--- src/sfr_pkg.sv ---
// Shared constants, types and helpers of the single-wire frame receiver
package sfr_pkg;

  // ****************************************
  // Register map and bus
  // ****************************************
  localparam int SFR_ADDR_W = 12;
  localparam int SFR_REG_W = 16;
  localparam logic [11:0] SFR_OFF_CTRL_ONE = 12'h000;
  localparam logic [11:0] SFR_OFF_CTRL_TWO = 12'h004;
  localparam logic [11:0] SFR_OFF_CTRL_THREE = 12'h008;
  localparam logic [11:0] SFR_OFF_SYNC_CAP = 12'h00C;
  localparam logic [11:0] SFR_OFF_DATA_HIGH = 12'h010;
  localparam logic [11:0] SFR_OFF_DATA_LOW = 12'h014;
  localparam logic [11:0] SFR_OFF_STATUS = 12'h018;
  localparam logic [15:0] SFR_CTRL_WMASK = 16'hAFD7;
  localparam logic [15:0] SFR_REG_RESET = 16'h0000;
  localparam int SFR_ST_DONE = 0;
  localparam int SFR_ST_CRC = 1;
  localparam int SFR_ST_FRM = 2;
  localparam int SFR_ST_BUSY = 3;

  // ****************************************
  // Frame timing in ticks
  // ****************************************
  localparam int SFR_SYNC_TICKS = 56;
  localparam int SFR_NIB_MIN_TICKS = 12;
  localparam int SFR_NIB_MAX_TICKS = 27;
  localparam int SFR_PAUSE_MAX_TICKS = 768;
  localparam logic [2:0] SFR_MAX_DATA_NIBS = 3'h6;
  localparam logic [2:0] SFR_MIN_DATA_NIBS = 3'h1;
  localparam logic [1:0] SFR_DIV_SLOW_LAST = 2'h3;

  // ****************************************
  // Checksum
  // ****************************************
  localparam logic [3:0] SFR_CRC_SEED = 4'h5;
  localparam logic [63:0] SFR_CRC_TABLE = 64'h582FB6C1493EA7D0;

  function automatic logic [3:0] sfr_crc_step(input logic [3:0] c, input logic [3:0] n);
    return SFR_CRC_TABLE[{c, 2'b00} +: 4] ^ n;
  endfunction : sfr_crc_step

  // ****************************************
  // Types
  // ****************************************
  typedef struct packed {
    logic module_on;
    logic rsv14;
    logic idle_halt;
    logic rsv12;
    logic receive_select;
    logic transmit_trigger_select;
    logic transmit_polarity;
    logic crc_check_on;
    logic pause_present;
    logic short_code_control_on;
    logic rsv5;
    logic clock_divider;
    logic rsv3;
    logic [2:0] nibble_count;
  } sfr_ctrl_t;

  typedef struct packed {
    logic ok;
    logic pause_ok;
    logic [3:0] value;
  } sfr_nib_t;

  typedef enum logic [1:0] {SFR_SEEK, SFR_NIB, SFR_PAUSE} sfr_state_t;

endpackage : sfr_pkg

--- src/sfr_prescaler.sv ---
// Receive clock prescaler: count strobe at pclk or pclk/4
`timescale 1ns/100ps
module sfr_prescaler (
  input wire logic pclk,
  input wire logic presetn,
  input wire logic run,
  input wire logic div4,
  output logic tick
);
  import sfr_pkg::*;

  logic [1:0] cnt;
  logic [1:0] next_cnt;

  assign next_cnt = run ? cnt + 2'h1 : 2'h0;
  assign tick = run & (~div4 | (cnt == SFR_DIV_SLOW_LAST));

  always_ff @(posedge pclk or negedge presetn) begin
    if (!presetn) begin
      cnt <= 2'h0;
    end else begin
      cnt <= next_cnt;
    end
  end

endmodule : sfr_prescaler

--- src/sfr_nibble_decode.sv ---
// Interval to nibble decoder, scaled against the captured sync period
`timescale 1ns/100ps
module sfr_nibble_decode #(
  parameter int CNT_W = 16
) (
  input wire logic [CNT_W-1:0] interval,
  input wire logic [CNT_W-1:0] sync_ref,
  output sfr_pkg::sfr_nib_t res
);
  import sfr_pkg::*;

  localparam int W = CNT_W + 12;

  // Interval in half ticks times the sync length: interval*2*56 vs sync*(2t-1)
  function automatic logic [W-1:0] edge_at(input logic [CNT_W-1:0] s, input int t);
    return W'(s) * W'(2 * t - 1);
  endfunction : edge_at

  logic [W-1:0] scaled;
  logic [14:0] hit;
  logic [3:0] ones;
  logic nib_ok;
  logic pause_ok;

  assign scaled = W'(interval) * W'(2 * SFR_SYNC_TICKS);

  genvar j;
  generate
    for (j = 1; j <= 15; j++) begin : g_thr
      assign hit[j-1] = scaled >= edge_at(sync_ref, SFR_NIB_MIN_TICKS + j);
    end
  endgenerate

  always_comb begin
    ones = 4'h0;
    for (int k = 0; k < 15; k++) begin
      ones = ones + {3'h0, hit[k]};
    end
  end

  assign nib_ok = (scaled >= edge_at(sync_ref, SFR_NIB_MIN_TICKS)) &&
                  (scaled < edge_at(sync_ref, SFR_NIB_MAX_TICKS + 1));
  assign pause_ok = (scaled >= edge_at(sync_ref, SFR_NIB_MIN_TICKS)) &&
                    (scaled < edge_at(sync_ref, SFR_PAUSE_MAX_TICKS + 1));

  // Ticks minus twelve, 12..27 ticks valid
  assign res = '{ok: nib_ok, pause_ok: pause_ok, value: ones};

endmodule : sfr_nibble_decode

--- src/sfr_receiver.sv ---
// Single-wire falling-edge frame receiver with APB register access
//
// Our own choices: the register addresses and the APB interface to the registers.
`timescale 1ns/100ps
module sfr_receiver #(
  parameter int CNT_W = 16
) (
  input wire logic pclk,
  input wire logic presetn,
  input wire logic psel,
  input wire logic penable,
  input wire logic pwrite,
  input wire logic [sfr_pkg::SFR_ADDR_W-1:0] paddr,
  input wire logic [31:0] pwdata,
  output logic [31:0] prdata,
  output logic pready,
  output logic pslverr,
  input wire logic sent_rx,
  output logic frame_done_irq
);
  import sfr_pkg::*;

  if (CNT_W < SFR_REG_W || CNT_W > 20) begin : g_chk
    $error("sfr_receiver: CNT_W must lie in 16..20");
  end

  // ****************************************
  // Registers and state
  // ****************************************
  sfr_ctrl_t ctrl;
  logic [15:0] sync_high_limit;
  logic [15:0] sync_low_limit;
  logic [CNT_W-1:0] sync_cap;
  logic [31:0] frame_data;
  logic sts_done;
  logic sts_crc;
  logic sts_frm;
  sfr_state_t st;
  sfr_state_t next_st;
  logic [CNT_W-1:0] cnt;
  logic [CNT_W-1:0] next_cnt;
  logic [2:0] nib_idx;
  logic [31:0] frame_buf;
  logic [3:0] crc_run;
  logic line_prev;

  // ****************************************
  // APB decode
  // ****************************************
  logic hit_c1;
  logic hit_c2;
  logic hit_c3;
  logic hit_sc;
  logic hit_dh;
  logic hit_dl;
  logic hit_st;
  logic addr_ok;
  logic wr_en;
  logic setup;
  logic [31:0] rd_mux;
  logic [31:0] sts_word;

  assign hit_c1 = paddr == SFR_OFF_CTRL_ONE;
  assign hit_c2 = paddr == SFR_OFF_CTRL_TWO;
  assign hit_c3 = paddr == SFR_OFF_CTRL_THREE;
  assign hit_sc = paddr == SFR_OFF_SYNC_CAP;
  assign hit_dh = paddr == SFR_OFF_DATA_HIGH;
  assign hit_dl = paddr == SFR_OFF_DATA_LOW;
  assign hit_st = paddr == SFR_OFF_STATUS;
  assign addr_ok = hit_c1 | hit_c2 | hit_c3 | hit_sc | hit_dh | hit_dl | hit_st;
  assign setup = psel & ~penable;
  assign wr_en = psel & penable & pwrite & addr_ok;
  assign pready = 1'b1;

  assign sts_word = {28'h0, st != SFR_SEEK, sts_frm, sts_crc, sts_done};
  assign rd_mux = hit_c1 ? {16'h0000, ctrl} :
                  hit_c2 ? {16'h0000, sync_high_limit} :
                  hit_c3 ? {16'h0000, sync_low_limit} :
                  hit_sc ? 32'(sync_cap) :
                  hit_dh ? {16'h0000, frame_data[31:16]} :
                  hit_dl ? {16'h0000, frame_data[15:0]} :
                  hit_st ? sts_word : 32'h0000_0000;

  // Read data and error are settled in the setup cycle, answer has no wait
  always_ff @(posedge pclk or negedge presetn) begin
    if (!presetn) begin
      prdata <= 32'h0000_0000;
      pslverr <= 1'b0;
    end else if (setup) begin
      prdata <= pwrite ? 32'h0000_0000 : rd_mux;
      pslverr <= ~addr_ok;
    end
  end

  always_ff @(posedge pclk or negedge presetn) begin
    if (!presetn) begin
      ctrl <= sfr_ctrl_t'(SFR_REG_RESET);
      sync_high_limit <= SFR_REG_RESET;
      sync_low_limit <= SFR_REG_RESET;
    end else if (wr_en) begin
      if (hit_c1) ctrl <= sfr_ctrl_t'(pwdata[15:0] & SFR_CTRL_WMASK);
      if (hit_c2) sync_high_limit <= pwdata[15:0];
      if (hit_c3) sync_low_limit <= pwdata[15:0];
    end
  end

  // ****************************************
  // Line sampling and interval counter
  // ****************************************
  logic active;
  logic tick;
  logic fall;
  logic sat;

  // Transmit trigger and polarity bits are stored only
  assign active = ctrl.module_on & ctrl.receive_select;
  assign fall = active & line_prev & ~sent_rx;
  assign sat = &cnt;
  assign next_cnt = (!active || fall) ? '0 :
                    (tick && !sat) ? cnt + 1'b1 : cnt;

  sfr_prescaler u_presc (
    .pclk(pclk),
    .presetn(presetn),
    .run(active),
    .div4(ctrl.clock_divider),
    .tick(tick)
  );

  always_ff @(posedge pclk or negedge presetn) begin
    if (!presetn) begin
      line_prev <= 1'b1;
      cnt <= '0;
    end else begin
      line_prev <= sent_rx;
      cnt <= next_cnt;
    end
  end

  // ****************************************
  // Frame sequencing
  // ****************************************
  sfr_nib_t dec;
  logic sync_ok;
  logic [2:0] data_nibs;
  logic [2:0] nib_last;
  logic is_crc;
  logic [2:0] slot;
  logic nib_evt;
  logic crc_evt;
  logic crc_match;
  logic done_evt;
  logic crc_bad;
  logic frm_evt;
  logic sync_acc;

  // Tick length is sync/56; the decoder scales each interval by it
  sfr_nibble_decode #(.CNT_W(CNT_W)) u_dec (
    .interval(cnt),
    .sync_ref(sync_cap),
    .res(dec)
  );

  assign sync_ok = (cnt >= CNT_W'(sync_low_limit)) && (cnt <= CNT_W'(sync_high_limit));
  assign sync_acc = (st == SFR_SEEK) & fall & sync_ok;
  assign data_nibs = (ctrl.nibble_count == 3'h0) ? SFR_MIN_DATA_NIBS :
                     (ctrl.nibble_count > SFR_MAX_DATA_NIBS) ? SFR_MAX_DATA_NIBS :
                     ctrl.nibble_count;
  assign nib_last = data_nibs + 3'h1;
  assign is_crc = nib_idx == nib_last;
  assign slot = is_crc ? 3'h0 : 3'h7 - nib_idx;
  assign nib_evt = (st == SFR_NIB) & fall & dec.ok;
  assign crc_evt = nib_evt & is_crc;
  assign crc_match = sfr_crc_step(crc_run, 4'h0) == dec.value;
  assign done_evt = crc_evt & (~ctrl.crc_check_on | crc_match);
  assign crc_bad = crc_evt & ctrl.crc_check_on & ~crc_match;
  assign frm_evt = ((st == SFR_NIB) & fall & ~dec.ok) |
                   ((st == SFR_PAUSE) & fall & ~dec.pause_ok);

  always_comb begin
    next_st = st;
    unique case (st)
      SFR_SEEK: begin
        if (sync_acc) next_st = SFR_NIB;
      end
      SFR_NIB: begin
        if (fall && !dec.ok) begin
          next_st = SFR_SEEK;
        end else if (crc_evt) begin
          next_st = ctrl.pause_present ? SFR_PAUSE : SFR_SEEK;
        end
      end
      SFR_PAUSE: begin
        if (fall) next_st = SFR_SEEK;
      end
    endcase
    if (!active) next_st = SFR_SEEK;
  end

  always_ff @(posedge pclk or negedge presetn) begin
    if (!presetn) begin
      st <= SFR_SEEK;
      nib_idx <= 3'h0;
    end else begin
      st <= next_st;
      if (sync_acc) nib_idx <= 3'h0;
      else if (nib_evt && !is_crc) nib_idx <= nib_idx + 3'h1;
    end
  end

  always_ff @(posedge pclk or negedge presetn) begin
    if (!presetn) begin
      sync_cap <= '0;
      frame_buf <= 32'h0000_0000;
      crc_run <= SFR_CRC_SEED;
    end else if (sync_acc) begin
      sync_cap <= cnt;
      frame_buf <= 32'h0000_0000;
      crc_run <= SFR_CRC_SEED;
    end else if (nib_evt) begin
      frame_buf[{slot, 2'b00} +: 4] <= dec.value;
      if (nib_idx != 3'h0 && !is_crc) crc_run <= sfr_crc_step(crc_run, dec.value);
    end
  end

  // ****************************************
  // Results and status
  // ****************************************
  logic wr_st;

  assign wr_st = wr_en & hit_st;

  always_ff @(posedge pclk or negedge presetn) begin
    if (!presetn) begin
      frame_data <= 32'h0000_0000;
      frame_done_irq <= 1'b0;
      sts_done <= 1'b0;
      sts_crc <= 1'b0;
      sts_frm <= 1'b0;
    end else begin
      if (done_evt) frame_data <= {frame_buf[31:4], dec.value};
      frame_done_irq <= done_evt;
      sts_done <= done_evt | (sts_done & ~(wr_st & pwdata[SFR_ST_DONE]));
      sts_crc <= crc_bad | (sts_crc & ~(wr_st & pwdata[SFR_ST_CRC]));
      sts_frm <= frm_evt | (sts_frm & ~(wr_st & pwdata[SFR_ST_FRM]));
    end
  end

  // Nibbles taken since the sync, counted apart from the slot index
  logic [3:0] nib_seen;
  logic [3:0] nib_want;

  assign nib_want = 4'h1 + ((ctrl.nibble_count == 3'h0) ? {1'b0, SFR_MIN_DATA_NIBS} :
                            (ctrl.nibble_count > SFR_MAX_DATA_NIBS) ? {1'b0, SFR_MAX_DATA_NIBS} :
                            {1'b0, ctrl.nibble_count});

  always_ff @(posedge pclk or negedge presetn) begin
    if (!presetn) begin
      nib_seen <= 4'h0;
    end else if (sync_acc) begin
      nib_seen <= 4'h0;
    end else if (nib_evt) begin
      nib_seen <= nib_seen + 4'h1;
    end
  end
endmodule : sfr_receiver

--- config.mk ---
export PLATFORM = sky130hd
export DESIGN_NAME = sfr_receiver
export DESIGN_NICKNAME = d
export VERILOG_FILES = /design/src/sfr_pkg.sv /design/src/sfr_prescaler.sv /design/src/sfr_nibble_decode.sv /design/src/sfr_receiver.sv
export SDC_FILE = /design/constraint.sdc
export NUM_CORES = 2
export LEC_CHECK = 0
export ABC_AREA = 1
export BUFFER_PORTS_ARGS = -buffer_cell sky130_fd_sc_hd__buf_4
export CAP_MARGIN = 0
export CORE_UTILIZATION = 60
export DETAILED_ROUTE_END_ITERATION = 7
export GPL_TIMING_DRIVEN = 0
export HOLD_SLACK_MARGIN = 0.08
export MAX_ROUTING_LAYER = met4
export PLACE_DENSITY_LB_ADDON = 0.05
export REMOVE_ABC_BUFFERS = 1
export SLEW_MARGIN = 5
export SYNTH_ARGS = -nofsm -noshare
export SYNTH_HDL_FRONTEND = slang
export SYNTH_SLANG_ARGS = --single-unit
--- constraint.sdc ---
create_clock -name pclk -period 8.8 [get_ports pclk]
set_input_delay 1.76 -clock pclk [delete_from_list [all_inputs] [get_ports pclk]]
set_output_delay 1.76 -clock pclk [all_outputs]
set_load 0.02 [all_outputs]
# --- Word-level counts from Yosys, hierarchy flattened ---
# Cells that the tools add are included.
# W data, S select, Z words.
totals:
  inputBits: 50
  wordCells: 210
  reg_bits: 189
op_classes:
  eq_ne: 14
  multipliers: 19
  n_reduce_logical: 27
  shifts: 3
  magnitude_cmp: 21
  n_bitwise: 50
  muxes: 29
  addsub: 20
ops:
  columns: ["cell", "n"]
  rows:
  - ["$mul A16 B6 Y22 const B", 12]
  - ["$ge A23 B22 Y1", 11]
  - ["$mux W16", 9]
  - ["$ge A23 B21 Y1", 5]
  - ["$mul A16 B5 Y21 const B", 5]
  - ["$mux W32", 2]
  - ["$shiftx A64 B7 Y4 const A", 1]
  - ["$add A4 B1 Y4", 13]
  - ["$eq A12 B5 Y1 const B", 3]
  - ["$bwmux W32", 1]
  - ["$shift A4 B7 Y32 const A", 1]
  - ["$shiftx A4 B7 Y32", 1]
  - ["$lt A23 B27 Y1", 1]
  - ["$mul A16 B11 Y27 const B", 1]
  - ["$and A1 B1 Y1", 26]
  - ["$eq A12 B4 Y1 const B", 2]
  - ["$lt A23 B22 Y1", 1]
  - ["$mul A16 B3 Y19 const B", 1]
  - ["$add A16 B1 Y16 const B", 1]
  - ["$ge A16 B16 Y1", 1]
  - ["$le A16 B16 Y1", 1]
  - ["$mux W4", 4]
  - ["$reduce_and A16 Y1", 1]
  - ["$mux W3", 5]
  - ["other kinds (28)", 74]

# --- Logic depth before layout (Yosys ltp) ---
logic_depth:
  ltp_word: 20
  mapped_depth: 47

# --- Modules after synthesis ---
# From an unflattened synthesis, not the netlist that was laid out.
hier_totals:
  cells_unflattened: 5864
  hier_area_um2: 43354.1
modules_own_cells:
  columns: ["module", "area_each_um2", "cells_each", "seq_area_each_um2", "instances"]
  rows:
  - ["sfr_nibble_decode", 34077.7, 4662, 0.0, 1]
  - ["sfr_receiver", 9186.3, 1193, 4182.8, 1]
  - ["sfr_prescaler", 90.1, 9, 50.0, 1]

# --- Least setup slack after synthesis ---
# No wires, ideal clock.
synth_path:
  kind: "reg-to-reg"
  start: "register sync_cap[3]"
  end: "register frame_data[3]"
  stages_incl_launch_ff: 45
  arrival_ns: 9.370
  setup_ns: 0.133
  path_slack_ns: -0.702
  required_ns: 8.667
  path_cell_list: "dfrtp_1 inv_1 ha_1 xnor2_1 inv_1 ha_1 or2_2 fa_1 ha_1 nand2_1 inv_1 nand2_1 nand2_1 nor2_1 nor2_1 nor2_1 o21ai_1 a21boi_0 [9 not listed] ha_1 fa_1 fa_1 fa_1 inv_1 fa_1 inv_1 ha_1 inv_1 fa_1 clkbuf_1 xnor2_1 nand2_1 o31ai_1 nand2_4 buf_2 nand2_1 o21ai_1"
synth_via:
  elab_chain_cells: 19
  word_cells_on_any_way: 54
synth_lines:
  columns: ["element", "line", "source"]
  rows:
  - ["start, declared", "sfr_receiver.sv:33", "logic [CNT_W-1:0] sync_cap;"]
  - ["start signal, assigned", "sfr_receiver.sv:217", "sync_cap <= cnt;"]
  - ["$mul A16 B5 Y21", "sfr_nibble_decode.sv:16", "return W'(s) * W'(2 * t - 1);"]
  - ["$ge A23 B21 Y1", "sfr_nibble_decode.sv:30", "assign hit[j-1] = scaled >= edge_at(sync_ref, SFR_NIB_MIN_TICKS + j);"]
  - ["$add A1 B1 Y2", "sfr_nibble_decode.sv:37", "ones = ones + {3'h0, hit[k]};"]
  - ["$add A4 B1 Y4 (13 in a row)", "sfr_nibble_decode.sv:37", null]
  - ["$eq A4 B4 Y1", "sfr_receiver.sv:174", "assign crc_match = sfr_crc_step(crc_run, 4'h0) == dec.value;"]
  - ["$or A1 B1 Y1", "sfr_receiver.sv:175", "assign done_evt = crc_evt & (~ctrl.crc_check_on | crc_match);"]
  - ["$and A1 B1 Y1", "sfr_receiver.sv:175", null]
  - ["end signal, assigned", "sfr_receiver.sv:241", "if (done_evt) frame_data <= {frame_buf[31:4], dec.value};"]
  - ["end, declared", "sfr_receiver.sv:34", "logic [31:0] frame_data;"]
# Several ways; a longest one is shown, not always the timed one.
# A chain may end at the register's enable or synchronous reset.

# --- Final worst setup path ---
layout_path:
  start: "register sync_cap[2]"
  end: "register frame_data[31]"
layout_via:
  elab_chain_cells: 19
  word_cells_on_any_way: 54
layout_lines:
  columns: ["element", "line"]
  rows:
  - ["$mul A16 B5 Y21", "sfr_nibble_decode.sv:16"]
  - ["$ge A23 B21 Y1", "sfr_nibble_decode.sv:30"]
  - ["$add A1 B1 Y2", "sfr_nibble_decode.sv:37"]
  - ["$add A4 B1 Y4 (13 in a row)", "sfr_nibble_decode.sv:37"]
  - ["$eq A4 B4 Y1", "sfr_receiver.sv:174"]
  - ["$or A1 B1 Y1", "sfr_receiver.sv:175"]
  - ["$and A1 B1 Y1 (*)", "sfr_receiver.sv:175"]
# Mark *: on every way between the ends. The rest lies on a longest branch, timed or not.

==> out/metrics.yaml <==
status: "complete, but fails checks"
violations: "max-capacitance violations, max-slew violations, negative setup slack"
min_period_ps: 9350
grt_setup_unrepaired: "yes"
synth_edf_count: 0
die_y_um: 265
power-per-cell-area_nw_per_um2: 34.0
nNetsFinal: 6806
finalSetupTns_ps: -17960
p_leak_uw: 0.0252
synth_area_leaders: "ha_1 (28%), fa_1 (16%), dfrtp_1 (10%)"
place_congestion: 1.03
ys_ff_latch: 169
drive_gt1_share_pct: 11.0
port_buffers: 51
post-route-cell-area_um2: 47200
crit_family: "adder cells"
core_um2: 67600
synthCells: 5247
root_buffer: "clkbuf_16"
cpMaxStageDelayCell: "fa_2"
ir_drop_mv: 0.173
yosysMostFrequentCell: "ha_1"
critPathLaunchType: "register"
die-area_um2: 70000
worstPathMaxFanout: 8
clkLatencyLatePin_ps: 450
fin_worst_skew_ps: 10.9
ant_nets: 0
crit_buf_inv: 11
vias: 38900
drtPass1Iterations: 6
rows: 95
cts_buffers: 17
max_stage_delay_ps: 680
synth_top_area_cell: "ha_1"
cts_tree: "done"
cts_buffer_depth: 2
fillerInstances: 5672
worstSetupPathType: "register to register"
syn_area_per_cell_um2: 7.88
seq_area_um2: 4280
crit_arrival_ps: 9680
wl_per_cell_um: 24.2
synth.distinct_cells: 63
fin_crit_sh_pct: 106
area_delta_synth_final_pct: 14.1
maxSlewViolCount: 14
cts_max_level: 4
hold_class: "register to register"
critPathRequiredTime_ps: 9140
grt_pass1_wl_um: 229000
grtUsageTotal_pct: 45.3
synth_commonest_cells: "ha_1 (933), inv_1 (880), nand2_1 (866)"
crit_path_end_kind: "register"
drc_errors: 0
fmax_ghz: 0.107
clk_pin_slew_worst_paths_ps: 80
multi_input_area_um2: 35000
drtIter0Drc: 3447
max_cap_violations: 1
synth-seq-area-share_pct: 10.2
yosysWarnings: 0
power_uw: 1610
io_pins: 85
layout_setup_ws_ps: -546
grt_pass1_vias: 37900
wl_um: 154000
synth_top_area_share_pct: 28.2
cts.sink_count: 169
grt_start_max_net_pins: 110
overflow: 0
setup_viol: 36
syn_area_um2: 41400
antenna_found_initial: 6
initial_core_util_pct: 61.2
hold_ws_ps: 430
hpwl_um: 116000
synthArstFlopShare_pct: 100
viasPerCell: 6.10
hold_viol: 0
die_w_um: 265
worstMarginPinSlew_ps: 1560
relSlewSlack_pct: -4.43
synth-main-ff-cell: "dfrtp_1"
dpl-instance-area_um2: 43600
cell usage in the layout, fill, tap and decap left out, types with 14 or more instances in the layout:
master        n
nand2_2      28
nor3_1       62
nor2_1      230
conb_1       17
clkinvlp_4   26
nor2_2       16
o21ai_0     231
a21o_1       23
xor2_1      179
buf_4       198
xnor2_1     119
buf_8        14
a21oi_2      15
a21oi_1     439
nand3_1     149
dfrtp_1     149
a211oi_1     18
fa_1        320
nand4_1      89
o21bai_1     37
fa_2         14
clkbuf_16    17
o21a_1       14
o21ai_2      18
nand2_1     832
o21ai_1      74
or2_2        15
inv_2        19
a31oi_1      21
ha_4         43
inv_1       846
o211ai_1     46
ha_1        877
buf_12       28
per-stage QoR:
stage,cells,util (%),setup slack [ps]
finish,6382,69.8,-546
global route,6380,69.8,-807
CTS,6348,68.8,-366
detailed placement,6167,64.5,-4450
global placement,6128,62.9,-5560
floorplan,5204,-,-872
registers in the layout, indices dropped and copies added (netlist names), 12 cells and up:
name / flops
frame_data: 32
frame_buf: 28
cnt: 16
prdata: 16
sync_cap: 16
sync_high_limit: 16
sync_low_limit: 16
ctrl: 12
final cells by class:
type                       instances  area share (%)
multi-input combinational       4140            74.1
sequential                       169            9.07
inverter                         898            7.39
timing repair buffer             259            5.68
tap                              873            2.31
clock buffer                      17           0.901
clock inverter                    15           0.387
timing repair inverter             4           0.117
antenna                            7          0.0371
cells by family (layout without fill, tap and decap cells):
family	count (synthesis)	count (layout)	share of synthesized area, %
AOI/OAI and AO/OA	1037	1037	14.2
DFF	169	169	10.2
xor gates and xnor gates	319	319	6.75
adders and majority gates	1267	1267	44.4
other	2	24	0.0182
and+or+nand+nor	1497	1500	15.5
buffers and inverters	956	1193	8.93
layer usage:
| layer | GRT usage (%) | routed length, um | part of all wire (%) |
|---|---|---|---|
| met5 | - | 0 | 0 |
| met3 | 8.20 | 14500 | 9.4 |
| met4 | 32.4 | 13800 | 8.9 |
| met2 | 69.3 | 66800 | 43 |
| met1 | 53.8 | 59200 | 38 |
final timing paths:
kind                                startpoint        endpoint  slack (ps)  cells past startpoint
worst max-delay path               sync_cap[2]  frame_data[31]        -550                     45
worst min-delay path            u_presc.cnt[0]  u_presc.cnt[0]         430                      1
worst max register to register     sync_cap[2]  frame_data[31]        -550                     45
worst min register to register  u_presc.cnt[0]  u_presc.cnt[0]         430                      1
max in group asynchronous              presetn     sync_cap[1]        6550                      2
min in group asynchronous              presetn      crc_run[1]        1240                      1
report_power, final:
part | internal (uW) | leakage, uW | switching, uW
Sequential | 777 | 0.00227 | 0.401
Clock | 408 | 0.000291 | 373
Combinational | 13.7 | 0.0226 | 34.1
what timing repair did:
action / 4_1_cts / 5_1_grt
setup buffers: 143 / 26
pin swaps: 77 / 40
hold buffers: 0 / 0
gates cloned: 6 / 1
hold endpoints to repair: 0 / 0
setup endpoints to repair: 67 / 60
resized for setup: 241 / 109
Power figures use the tool's default switching activity.
